--- config.mk ---
export PLATFORM = sky130hd
export DESIGN_NAME = ctce_engine
export DESIGN_NICKNAME = d
export VERILOG_FILES = /design/src/ctce_pkg.sv /design/src/ctce_engine.sv
export SDC_FILE = /design/constraint.sdc
export NUM_CORES = 2
export LEC_CHECK = 0
export ABC_AREA = 1
export BUFFER_PORTS_ARGS = -buffer_cell sky130_fd_sc_hd__buf_2
export CORE_MARGIN = 4
export CORE_UTILIZATION = 67
export DETAILED_ROUTE_END_ITERATION = 12
export HOLD_SLACK_MARGIN = 0.06
export PLACE_DENSITY_LB_ADDON = 0.05
export SYNTH_ARGS = -nofsm -noshare
export SYNTH_HDL_FRONTEND = slang
export SYNTH_SLANG_ARGS = --single-unit
export TNS_END_PERCENT = 10
--- constraint.sdc ---
create_clock -name sys_clk_in -period 72.3 [get_ports sys_clk_in]
set_clock_uncertainty 0.1 [all_clocks]
set_input_delay 14.46 -clock sys_clk_in [delete_from_list [all_inputs] [get_ports sys_clk_in]]
set_output_delay 14.46 -clock sys_clk_in [all_outputs]
set_load 0.05 [all_outputs]
--- src/ctce_pkg.sv ---
/*
  ctce_pkg: constants, register map and state types of the contactless
  target command engine.
  Assumes a 32-bit APB master and a 40 MHz system clock.
*/
package ctce_pkg;
  // command codes held in command_register[3:0]
  localparam logic [3:0] CMD_IDLE = 4'h0;
  localparam logic [3:0] CMD_CONFIG = 4'h1;
  localparam logic [3:0] CMD_RANDOM = 4'h2;
  localparam logic [3:0] CMD_CRC = 4'h3;
  localparam logic [3:0] CMD_TRANSMIT = 4'h4;
  localparam logic [3:0] CMD_KEEP = 4'h7;
  localparam logic [3:0] CMD_RECEIVE = 4'h8;
  localparam logic [3:0] CMD_TRANSCEIVE = 4'hC;
  localparam logic [3:0] CMD_AUTO_ACT = 4'hD;
  localparam logic [3:0] CMD_SOFT_RESET = 4'hF;
  // byte offsets
  localparam logic [7:0] A_COMMAND = 8'h00;
  localparam logic [7:0] A_FIFO_DATA = 8'h04;
  localparam logic [7:0] A_FIFO_LEVEL = 8'h08;
  localparam logic [7:0] A_CONTROL = 8'h0C;
  localparam logic [7:0] A_MODE = 8'h10;
  localparam logic [7:0] A_BIT_FRAMING = 8'h14;
  localparam logic [7:0] A_CRC_RESULT = 8'h18;
  localparam logic [7:0] A_STATUS2 = 8'h1C;
  localparam logic [7:0] A_SELF_TEST = 8'h20;
  localparam logic [7:0] A_TEST_SEL = 8'h24;
  localparam logic [7:0] A_SERIAL_RATE = 8'h28;
  localparam logic [7:0] A_VERSION = 8'h2C;
  localparam logic [7:0] A_TX_MODE = 8'h30;
  localparam logic [7:0] A_RX_MODE = 8'h34;
  // fields: command bit 4 receiver off, bit 5 power down; mode[1:0]
  // preset, mode bit 2 detector off; framing bit 7 start; tx/rx mode
  // bit 7 crc enable, [5:4] detected speed
  localparam int B_RCV_OFF = 4;
  localparam int B_PDOWN = 5;
  localparam int B_MODE_DET_OFF = 2;
  localparam int B_START = 7;
  localparam int B_CRC_EN = 7;
  localparam logic [15:0] CRC_POLY = 16'h8408;
  localparam logic [15:0] CRC_PRE0 = 16'h0000;
  localparam logic [15:0] CRC_PRE1 = 16'h6363;
  localparam logic [15:0] CRC_PRE2 = 16'hA671;
  localparam logic [15:0] CRC_PRE3 = 16'hFFFF;
  localparam logic [3:0] SELF_TEST_ON = 4'h9;
  localparam logic [6:0] SELF_TEST_LEN = 7'h40;
  localparam logic [7:0] TSEL_RX = 8'h07;
  localparam logic [7:0] TSEL_CLK = 8'h0D;
  localparam logic [7:0] TSEL_TIMER = 8'h19;
  localparam logic [7:0] SERIAL_RATE_RST = 8'h00;
  localparam logic [7:0] VERSION_ID = 8'h5A; // arbitrary value
  localparam logic [1:0] MODE_P2P_106 = 2'h0;
  localparam logic [1:0] MODE_CARD_A = 2'h2;
  localparam logic AC_TX_CRC = 1'b1;
  localparam logic AC_RX_CRC = 1'b1;
  localparam int FIFO_DEPTH = 64;
  localparam logic [6:0] FIFO_FULL = 7'h40;

  typedef enum logic [1:0] {PH_RUN, PH_TX, PH_RX, PH_DONE} ctce_ph_t;

  typedef struct packed {
    logic [6:0] rx_sig; // data, coll, valid, stop, receiver_reset_state, rf, env
    logic [6:0] clk_sig;
    logic timer_running;
  } ctce_test_t;

  typedef struct packed {
    logic [3:0] cmd;
    logic rcv_off;
    logic pdown;
    logic initiator;
    logic [7:0] mode;
    logic start_send;
    logic target_act;
    logic [3:0] self_test;
    logic [7:0] test_sel;
    logic [7:0] serial_rate;
    logic [7:0] tx_mode;
    logic [7:0] rx_mode;
    logic [15:0] crc;
    ctce_ph_t ph;
    logic [6:0] st_cnt;
    logic [1:0] ac_mode;
    logic [FIFO_DEPTH-1:0][7:0] mem;
    logic [5:0] wptr;
    logic [5:0] rptr;
    logic [6:0] cnt;
    logic pready;
    logic pslverr;
    logic [31:0] prdata;
    logic tx_valid;
    logic [7:0] tx_data;
    logic rx_en;
    logic tx_crc_en;
    logic rx_crc_en;
    logic irq;
    logic [6:0] test_bus;
  } ctce_st_t;
endpackage : ctce_pkg

--- src/ctce_engine.sv ---
/*
  ctce_engine: command state machine of the contactless target front end,
  with APB register file, 64-byte FIFO, CRC coprocessor and test bus.
  Assumes the RF framing logic outside delivers received bytes, frame
  ends and activation events as one-cycle pulses on sys_clk_in.
*/
// Design decisions made here: the register offsets and register access over APB.
`timescale 1ns/10ps
module ctce_engine (
  input wire logic sys_clk_in,
  input wire logic rst_in,
  input wire logic psel_in,
  input wire logic penable_in,
  input wire logic pwrite_in,
  input wire logic [7:0] paddr_in,
  input wire logic [31:0] pwdata_in,
  output logic [31:0] prdata_out,
  output logic pready_out,
  output logic pslverr_out,
  output logic tx_valid_out,
  output logic [7:0] tx_data_out,
  input wire logic tx_ready_in,
  input wire logic rx_valid_in,
  input wire logic [7:0] rx_data_in,
  input wire logic rx_sof_in,
  input wire logic rx_end_in,
  input wire logic rf_field_in,
  input wire logic mode_valid_in,
  input wire logic [1:0] mode_in,
  input wire logic act_done_in,
  input wire logic anticoll_run_in,
  input wire ctce_pkg::ctce_test_t test_in,
  output logic rx_enable_out,
  output logic tx_crc_en_out,
  output logic rx_crc_en_out,
  output logic irq_out,
  output logic power_down_out,
  output logic [7:0] serial_rate_out,
  output logic [6:0] test_bus_out
);
  import ctce_pkg::*;

  // ==========================================================
  // helpers
  function automatic logic [15:0] crc_byte(input logic [15:0] c,
                                           input logic [7:0] d);
    logic [15:0] r;
    r = c ^ {8'h00, d};
    for (int i = 0; i < 8; i++) begin
      r = r[0] ? ((r >> 1) ^ CRC_POLY) : (r >> 1);
    end
    return r;
  endfunction : crc_byte

  function automatic logic [15:0] crc_preset(input logic [1:0] sel);
    case (sel)
      2'h0: crc_preset = CRC_PRE0;
      2'h1: crc_preset = CRC_PRE1;
      2'h2: crc_preset = CRC_PRE2;
      default: crc_preset = CRC_PRE3;
    endcase
  endfunction : crc_preset

  function automatic logic is_106(input logic [1:0] m);
    return (m == MODE_P2P_106) || (m == MODE_CARD_A);
  endfunction : is_106

  // ==========================================================
  // state
  ctce_st_t st;
  ctce_st_t next_st;
  ctce_st_t rst_val;
  logic acc;
  logic wr;
  logic [7:0] pop_byte;
  logic popped;
  logic [7:0] push_byte;
  logic pushed;

  always_comb begin
    rst_val = '0;
    rst_val.serial_rate = SERIAL_RATE_RST;
    rst_val.ph = PH_RUN;
  end

  always_comb begin
    next_st = st;
    pop_byte = st.mem[st.rptr];
    popped = 1'b0;
    push_byte = '0;
    pushed = 1'b0;
    acc = psel_in && penable_in && st.pready;
    wr = acc && pwrite_in;
    next_st.pready = psel_in && penable_in && !st.pready;
    next_st.irq = 1'b0;

    // ========================================================
    // register reads, answered one cycle into the access phase
    if (psel_in && penable_in && !st.pready) begin
      next_st.prdata = '0;
      next_st.pslverr = 1'b0;
      case (paddr_in)
        A_COMMAND: next_st.prdata[7:0] = {2'b00, st.pdown, st.rcv_off,
                                          st.cmd};
        A_FIFO_DATA: next_st.prdata[7:0] = pop_byte;
        A_FIFO_LEVEL: next_st.prdata[6:0] = st.cnt;
        A_CONTROL: next_st.prdata[0] = st.initiator;
        A_MODE: next_st.prdata[7:0] = st.mode;
        A_BIT_FRAMING: next_st.prdata[B_START] = st.start_send;
        A_CRC_RESULT: next_st.prdata[15:0] = st.crc;
        A_STATUS2: next_st.prdata[0] = st.target_act;
        A_SELF_TEST: next_st.prdata[3:0] = st.self_test;
        A_TEST_SEL: next_st.prdata[7:0] = st.test_sel;
        A_SERIAL_RATE: next_st.prdata[7:0] = st.serial_rate;
        A_VERSION: next_st.prdata[7:0] = VERSION_ID;
        A_TX_MODE: next_st.prdata[7:0] = st.tx_mode;
        A_RX_MODE: next_st.prdata[7:0] = st.rx_mode;
        default: next_st.pslverr = 1'b1;
      endcase
    end
    if (acc && !pwrite_in && paddr_in == A_FIFO_DATA && st.cnt != 0) begin
      popped = 1'b1;
    end

    // ========================================================
    // command sequencing
    case (st.cmd)
      CMD_CRC: begin
        if (st.ph == PH_TX) begin
          // self test: stream deterministic bytes into the fifo
          if (st.st_cnt != SELF_TEST_LEN && st.cnt != FIFO_FULL) begin
            next_st.crc = crc_byte(st.crc, {1'b0, st.st_cnt});
            push_byte = next_st.crc[7:0];
            pushed = 1'b1;
            next_st.st_cnt = st.st_cnt + 7'd1;
          end
        end else if (st.cnt != 0 && !popped) begin
          // never ends: an empty fifo only pauses the hash
          popped = 1'b1;
          next_st.crc = crc_byte(st.crc, pop_byte);
        end
      end
      CMD_TRANSMIT, CMD_TRANSCEIVE: begin
        if (st.tx_valid && tx_ready_in) begin
          next_st.tx_valid = 1'b0;
        end
        if (st.ph == PH_TX) begin
          if (!next_st.tx_valid && st.cnt != 0 && !popped) begin
            popped = 1'b1;
            next_st.tx_valid = 1'b1;
            next_st.tx_data = pop_byte;
          end else if (!st.tx_valid && st.cnt == 0) begin
            if (st.cmd == CMD_TRANSMIT) begin
              next_st.cmd = CMD_IDLE;
            end else begin
              next_st.ph = PH_RX;
              next_st.start_send = 1'b0;
            end
          end
        end else if (st.ph == PH_RX && rx_end_in) begin
          next_st.ph = PH_RUN;
          next_st.irq = 1'b1;
        end else if (st.ph == PH_RUN && st.start_send) begin
          next_st.ph = PH_TX;
        end
      end
      CMD_RECEIVE: begin
        if (rx_end_in) begin
          next_st.cmd = CMD_IDLE;
          next_st.irq = 1'b1;
        end
      end
      CMD_AUTO_ACT: begin
        if (!rf_field_in) begin
          next_st.ph = PH_RUN;
        end else begin
          if (mode_valid_in && !st.mode[B_MODE_DET_OFF]) begin
            next_st.ac_mode = mode_in;
            next_st.tx_mode[5:4] = mode_in;
            next_st.rx_mode[5:4] = mode_in;
            next_st.ph = PH_RX;
          end
          if (rx_sof_in) begin
            // each frame replaces the last one in the fifo
            next_st.wptr = st.rptr + {5'd0, popped};
            next_st.cnt = {6'd0, popped};
          end
          if (act_done_in) begin
            next_st.cmd = CMD_TRANSCEIVE;
            next_st.ph = PH_RUN;
            next_st.target_act = 1'b1;
            next_st.irq = 1'b1;
            if (is_106(st.ac_mode) && anticoll_run_in && st.cnt > 1) begin
              next_st.wptr = st.wptr - 6'd2;
              next_st.cnt = st.cnt - 7'd2;
            end
          end
        end
      end
      CMD_SOFT_RESET: begin
        // the fifo and the configuration buffer outside survive
        next_st = rst_val;
        next_st.mem = st.mem;
        next_st.wptr = st.wptr;
        next_st.rptr = st.rptr;
        next_st.cnt = st.cnt;
        next_st.pready = psel_in && penable_in && !st.pready;
      end
      CMD_CONFIG, CMD_RANDOM: next_st.cmd = CMD_IDLE;
      default: ;
    endcase

    // ========================================================
    // receive path into the fifo; takes priority over host writes
    if (rx_valid_in && next_st.rx_en) begin
      push_byte = rx_data_in;
      pushed = 1'b1;
    end else if (wr && paddr_in == A_FIFO_DATA && !pushed) begin
      push_byte = pwdata_in[7:0];
      pushed = 1'b1;
    end
    if (popped) begin
      next_st.rptr = next_st.rptr + 6'd1;
    end
    if (pushed && (next_st.cnt != FIFO_FULL || popped)) begin
      next_st.mem[next_st.wptr] = push_byte;
      next_st.wptr = next_st.wptr + 6'd1;
    end else begin
      pushed = 1'b0;
    end
    next_st.cnt = next_st.cnt + {6'd0, pushed} - {6'd0, popped};

    // ========================================================
    // register writes; a new code aborts whatever runs
    if (wr) begin
      case (paddr_in)
        A_COMMAND: begin
          next_st.rcv_off = pwdata_in[B_RCV_OFF];
          next_st.pdown = pwdata_in[B_PDOWN];
          if (pwdata_in[3:0] != CMD_KEEP) begin
            next_st.cmd = pwdata_in[3:0];
            next_st.ph = PH_RUN;
            next_st.tx_valid = 1'b0;
            next_st.st_cnt = '0;
            if (pwdata_in[3:0] == CMD_TRANSMIT) begin
              next_st.ph = PH_TX;
            end
            if (pwdata_in[3:0] == CMD_CRC) begin
              next_st.crc = crc_preset(st.mode[1:0]);
              if (st.self_test == SELF_TEST_ON) begin
                next_st.ph = PH_TX;
              end
            end
          end
        end
        A_CONTROL: next_st.initiator = pwdata_in[0];
        A_MODE: next_st.mode = pwdata_in[7:0];
        A_BIT_FRAMING: next_st.start_send = pwdata_in[B_START];
        A_SELF_TEST: next_st.self_test = pwdata_in[3:0];
        A_TEST_SEL: next_st.test_sel = pwdata_in[7:0];
        A_SERIAL_RATE: next_st.serial_rate = pwdata_in[7:0];
        A_TX_MODE: next_st.tx_mode = pwdata_in[7:0];
        A_RX_MODE: next_st.rx_mode = pwdata_in[7:0];
        default: ;
      endcase
    end

    // ========================================================
    // air side controls and test bus
    next_st.rx_en = !next_st.rcv_off && (next_st.cmd == CMD_RECEIVE ||
      next_st.cmd == CMD_AUTO_ACT ||
      (next_st.cmd == CMD_TRANSCEIVE && next_st.ph == PH_RX));
    if (next_st.cmd == CMD_AUTO_ACT && is_106(next_st.ac_mode)) begin
      next_st.tx_crc_en = AC_TX_CRC;
      next_st.rx_crc_en = AC_RX_CRC;
    end else begin
      next_st.tx_crc_en = next_st.tx_mode[B_CRC_EN];
      next_st.rx_crc_en = next_st.rx_mode[B_CRC_EN];
    end
    case (st.test_sel)
      TSEL_RX: next_st.test_bus = test_in.rx_sig;
      TSEL_CLK: next_st.test_bus = test_in.clk_sig;
      TSEL_TIMER: next_st.test_bus = {5'd0, test_in.timer_running, 1'b0};
      default: next_st.test_bus = '0;
    endcase
  end

  always_ff @(posedge sys_clk_in or posedge rst_in) begin
    if (rst_in) begin
      st <= '0;
      st.serial_rate <= SERIAL_RATE_RST;
    end else begin
      st <= next_st;
    end
  end

  assign prdata_out = st.prdata;
  assign pready_out = st.pready;
  assign pslverr_out = st.pslverr;
  assign tx_valid_out = st.tx_valid;
  assign tx_data_out = st.tx_data;
  assign rx_enable_out = st.rx_en;
  assign tx_crc_en_out = st.tx_crc_en;
  assign rx_crc_en_out = st.rx_crc_en;
  assign irq_out = st.irq;
  assign power_down_out = st.pdown;
  assign serial_rate_out = st.serial_rate;
  assign test_bus_out = st.test_bus;
endmodule : ctce_engine

==> out/metrics.yaml <==
status:
  status: "finished clean"
worst_hold_path:
  hold_class: "flip-flop to flip-flop"
worst_setup_path:
  worstPathCellList: "buf_2 -> nor2_1 -> nand3_1 -> nor2_4 -> inv_4 -> nor3_2 -> inv_2 -> nor2_2 -> ha_1 -> ha_1 -> nand2_1 -> a21oi_1 -> o21ai_0 -> nand3_1 -> o211ai_4 -> o21ai_4 -> inv_4 -> nor3_4 -> nand2_4 -> nand2_1 -> o21ai_1"
  critPathTopFamily: "simple AND/OR/NAND/NOR gates"
  worstPathRequired_ps: 72640
  path_class: "input pin to flip-flop"
  worst_path_max_delay_cell: "nor3_4"
  worst-path-buf-inv: 4
  critPathArrivalTime_ps: 18490
  worstPathMaxFanout: 16
  end_kind: "flip-flop"
  max_stage_delay_ps: 770
  crit_path_start_kind: "input pin"
grt:
  grt_pass1_vias: 26763
  grt_use_total_pct: 34.4
  antenna_found_initial: 1
  grt_overflow: 0
  grt_start_max_net_pins: 167
  grt_pass1_wl_um: 148000
timing:
  hold_violations: 0
  setup_tns_ps: 0
  slew_headroom_pct: 24.0
  drv_slew: 0
  rsz0062_at_grt: "no"
  worst_slew_pin_slew_ps: 1140
  setup_viol_count_final: 0
  max_clock_freq_mhz: 55.1
  period_share_pct: 25.1
  period_needed_ps: 18140
cts:
  cts_buffer_depth: 3
  clk_pin_slew_worst_paths_ps: 60
  ctsResizeCount: 0
  cts_buffers: 69
  cts_tree: "yes"
  post_cts_buffers: 0
  clock_latency_ps: 610
  ctsHoldBuffers: 0
  htree_levels: 3
  cts-root-buf: "clkbuf_16"
  clock-sinks: 648
floorplanning:
  core_area_sq_um: 50200
  rows: 82
  fp.dieH_um: 233
  die_w_um: 233
  num_io_pins: 141
  die_area_sq_um: 54400
  start_util_pct: 67.8
cells_and_area:
  post-route-util_pct: 71.9
  fillCellCount: 4062
  syn2layout_area_growth_pct: 6.17
  nNetsFinal: 4257
  drive_above_1_share_pct: 12.0
  antenna-diode-count: 0
power_and_ir_drop:
  p_per_area_nw_per_um2: 32.0
  p_leak_uw: 0.0176
  vdd_drop_max_v: 0.0000245
detailed_routing:
  viasPerCell: 5.90
  vias: 28787
  drt-total-wl_um: 93100
  drt-wirelength-per-cell_um: 19.1
  first_iter_violations: 3556
  dr.pass1.iters: 7
  drc: 0
  ant_nets: 0
synthesis:
  yosys_warnings: 0
  ys_ff_latch: 648
  synthDistinctLibCells: 68
  ys_seq_area_share_pct: 47.7
  syn_inst: 4247
  async_reset_ff_share_pct: 100
  avgSynthCellArea_sq_um: 8.01
  syn-cell-area_sq_um: 34000
  ys.flop_type: "dfrtp_1"
  synth-edff-count: 0
placed_design:
  io_buffers: 100
  finalWeightedCongestion: 0.977
  dp_hpwl_um: 57200
run:
  cap_violations: 0
[layer usage]
| layer | routed length [um] | vias up | track usage (%) |
|---|---|---|---|
| met1 | 39900 | 13619 | 50.9 |
| met3 | 8600 | 208 | 6.74 |
| met2 | 41500 | 1260 | 51.5 |
| met5 | 8 | - | 0 |
| li1 | - | 13698 | - |
| met4 | 3070 | 2 | 11.2 |
[worst paths after layout]
check                      slack, ps  depth (start not counted)    endpoint         from
max                            54160                         21     st[518]  paddr_in[7]
min reg2reg                      360                          1  pready_out   pready_out
max reg2reg                    66970                         15     st[518]       st[61]
max in group asynchronous      55850                          4     st[300]       rst_in
min                              360                          1  pready_out   pready_out
min in group asynchronous      13910                          2     st[393]       rst_in
[layout by cell type (no fill, tap or decap), types with 6 or more instances in the layout]
master | synthesis | routed
o21ai_1 | 410 | 410
a21oi_1 | 89 | 89
o21ai_2 | 111 | 111
nand2_4 | 62 | 62
nand4_1 | 9 | 9
ha_1 | 18 | 18
nand3_1 | 351 | 351
nor2_1 | 305 | 305
a31oi_1 | 8 | 8
o22ai_1 | 23 | 23
conb_1 | 1 | 16
nand2_1 | 1232 | 1232
clkbuf_16 | 0 | 71
clkbuf_1 | 143 | 15
o21ai_0 | 254 | 253
nor2_4 | 6 | 6
clkinv_2 | 0 | 19
xnor2_1 | 14 | 14
clkbuf_8 | 2 | 14
inv_2 | 21 | 21
nor2_8 | 11 | 11
clkinv_1 | 15 | 8
nor4_1 | 6 | 6
nor3_1 | 15 | 15
a22oi_1 | 6 | 6
o211ai_1 | 11 | 11
a221oi_1 | 8 | 8
dfrtp_1 | 648 | 646
buf_2 | 13 | 100
buf_4 | 64 | 29
nand2_2 | 11 | 11
xor2_1 | 27 | 27
inv_1 | 210 | 207
[cells by family after synthesis]
| kind of cell | Yosys count | synth area share (%) |
|---|---|---|
| other | 1 | 0.0110 |
| adders and majority gates | 19 | 0.721 |
| and+or+nand+nor | 2032 | 26.4 |
| buffers and inverters | 555 | 8.15 |
| AOI/OAI and AO/OA | 949 | 15.9 |
| xor gates and xnor gates | 41 | 1.06 |
| muxes | 2 | 0.0662 |
| DFF | 648 | 47.7 |
[area by class of cell]
cell class              count  area, sq um  area share (%)
clock buffers             100         2030            5.61
clock inverters            20          185           0.513
inverters                 251          983            2.72
multi-input cells        3059        15100            41.8
flip-flops and latches    648        16200            44.9
well taps                 672          841            2.33
repair buffers            131          758            2.10
[through the flow]
step	cell area [sq um]	setup slack, ps	hold slack (ps)	total power (uW)	cells
3_3_place_gp	33900	53670	346	796	4761
6_report	36100	54160	364	1150	4881
3_5_place_dp	33900	53630	360	801	4761
4_1_cts	36100	54250	365	1150	4881
2_1_floorplan	34100	39580	350	690	4262
5_1_grt	36100	53970	378	1210	4881
[power by group]
part	total [uW]	leakage, uW	switching (uW)	internal, uW
clock network	348	0.00109	146	202
registers	396	0.00884	15.9	380
logic	409	0.00771	302	107
[Yosys cell counts, drive strengths merged, types with 9 or more instances]
master	instances	share of area, %
nor3	18	0.33
inv	236	2.6
nand4	10	0.20
o22ai	23	0.42
a21oi	90	1.3
clkbuf	149	1.7
a31oi	9	0.21
o211ai	12	0.31
clkinv	15	0.17
nand3	356	5.3
xor2	27	0.70
o21ai	776	13
buf	155	3.6
nand2	1306	16
dfrtp	648	48
ha	18	0.66
xnor2	14	0.36
nor2	327	4.3
[flip-flops by register name, summed over array words and instances, names as in the netlist]
name,count
pready_out,1
irq_out,1
tx_data_out,8
serial_rate_out,8
tx_crc_en_out,1
st,601
rx_enable_out,1
power_down_out,1
pslverr_out,1
tx_valid_out,1
test_bus_out,7
prdata_out,16
rx_crc_en_out,1
No activity file was read; power rests on OpenSTA's default activity.
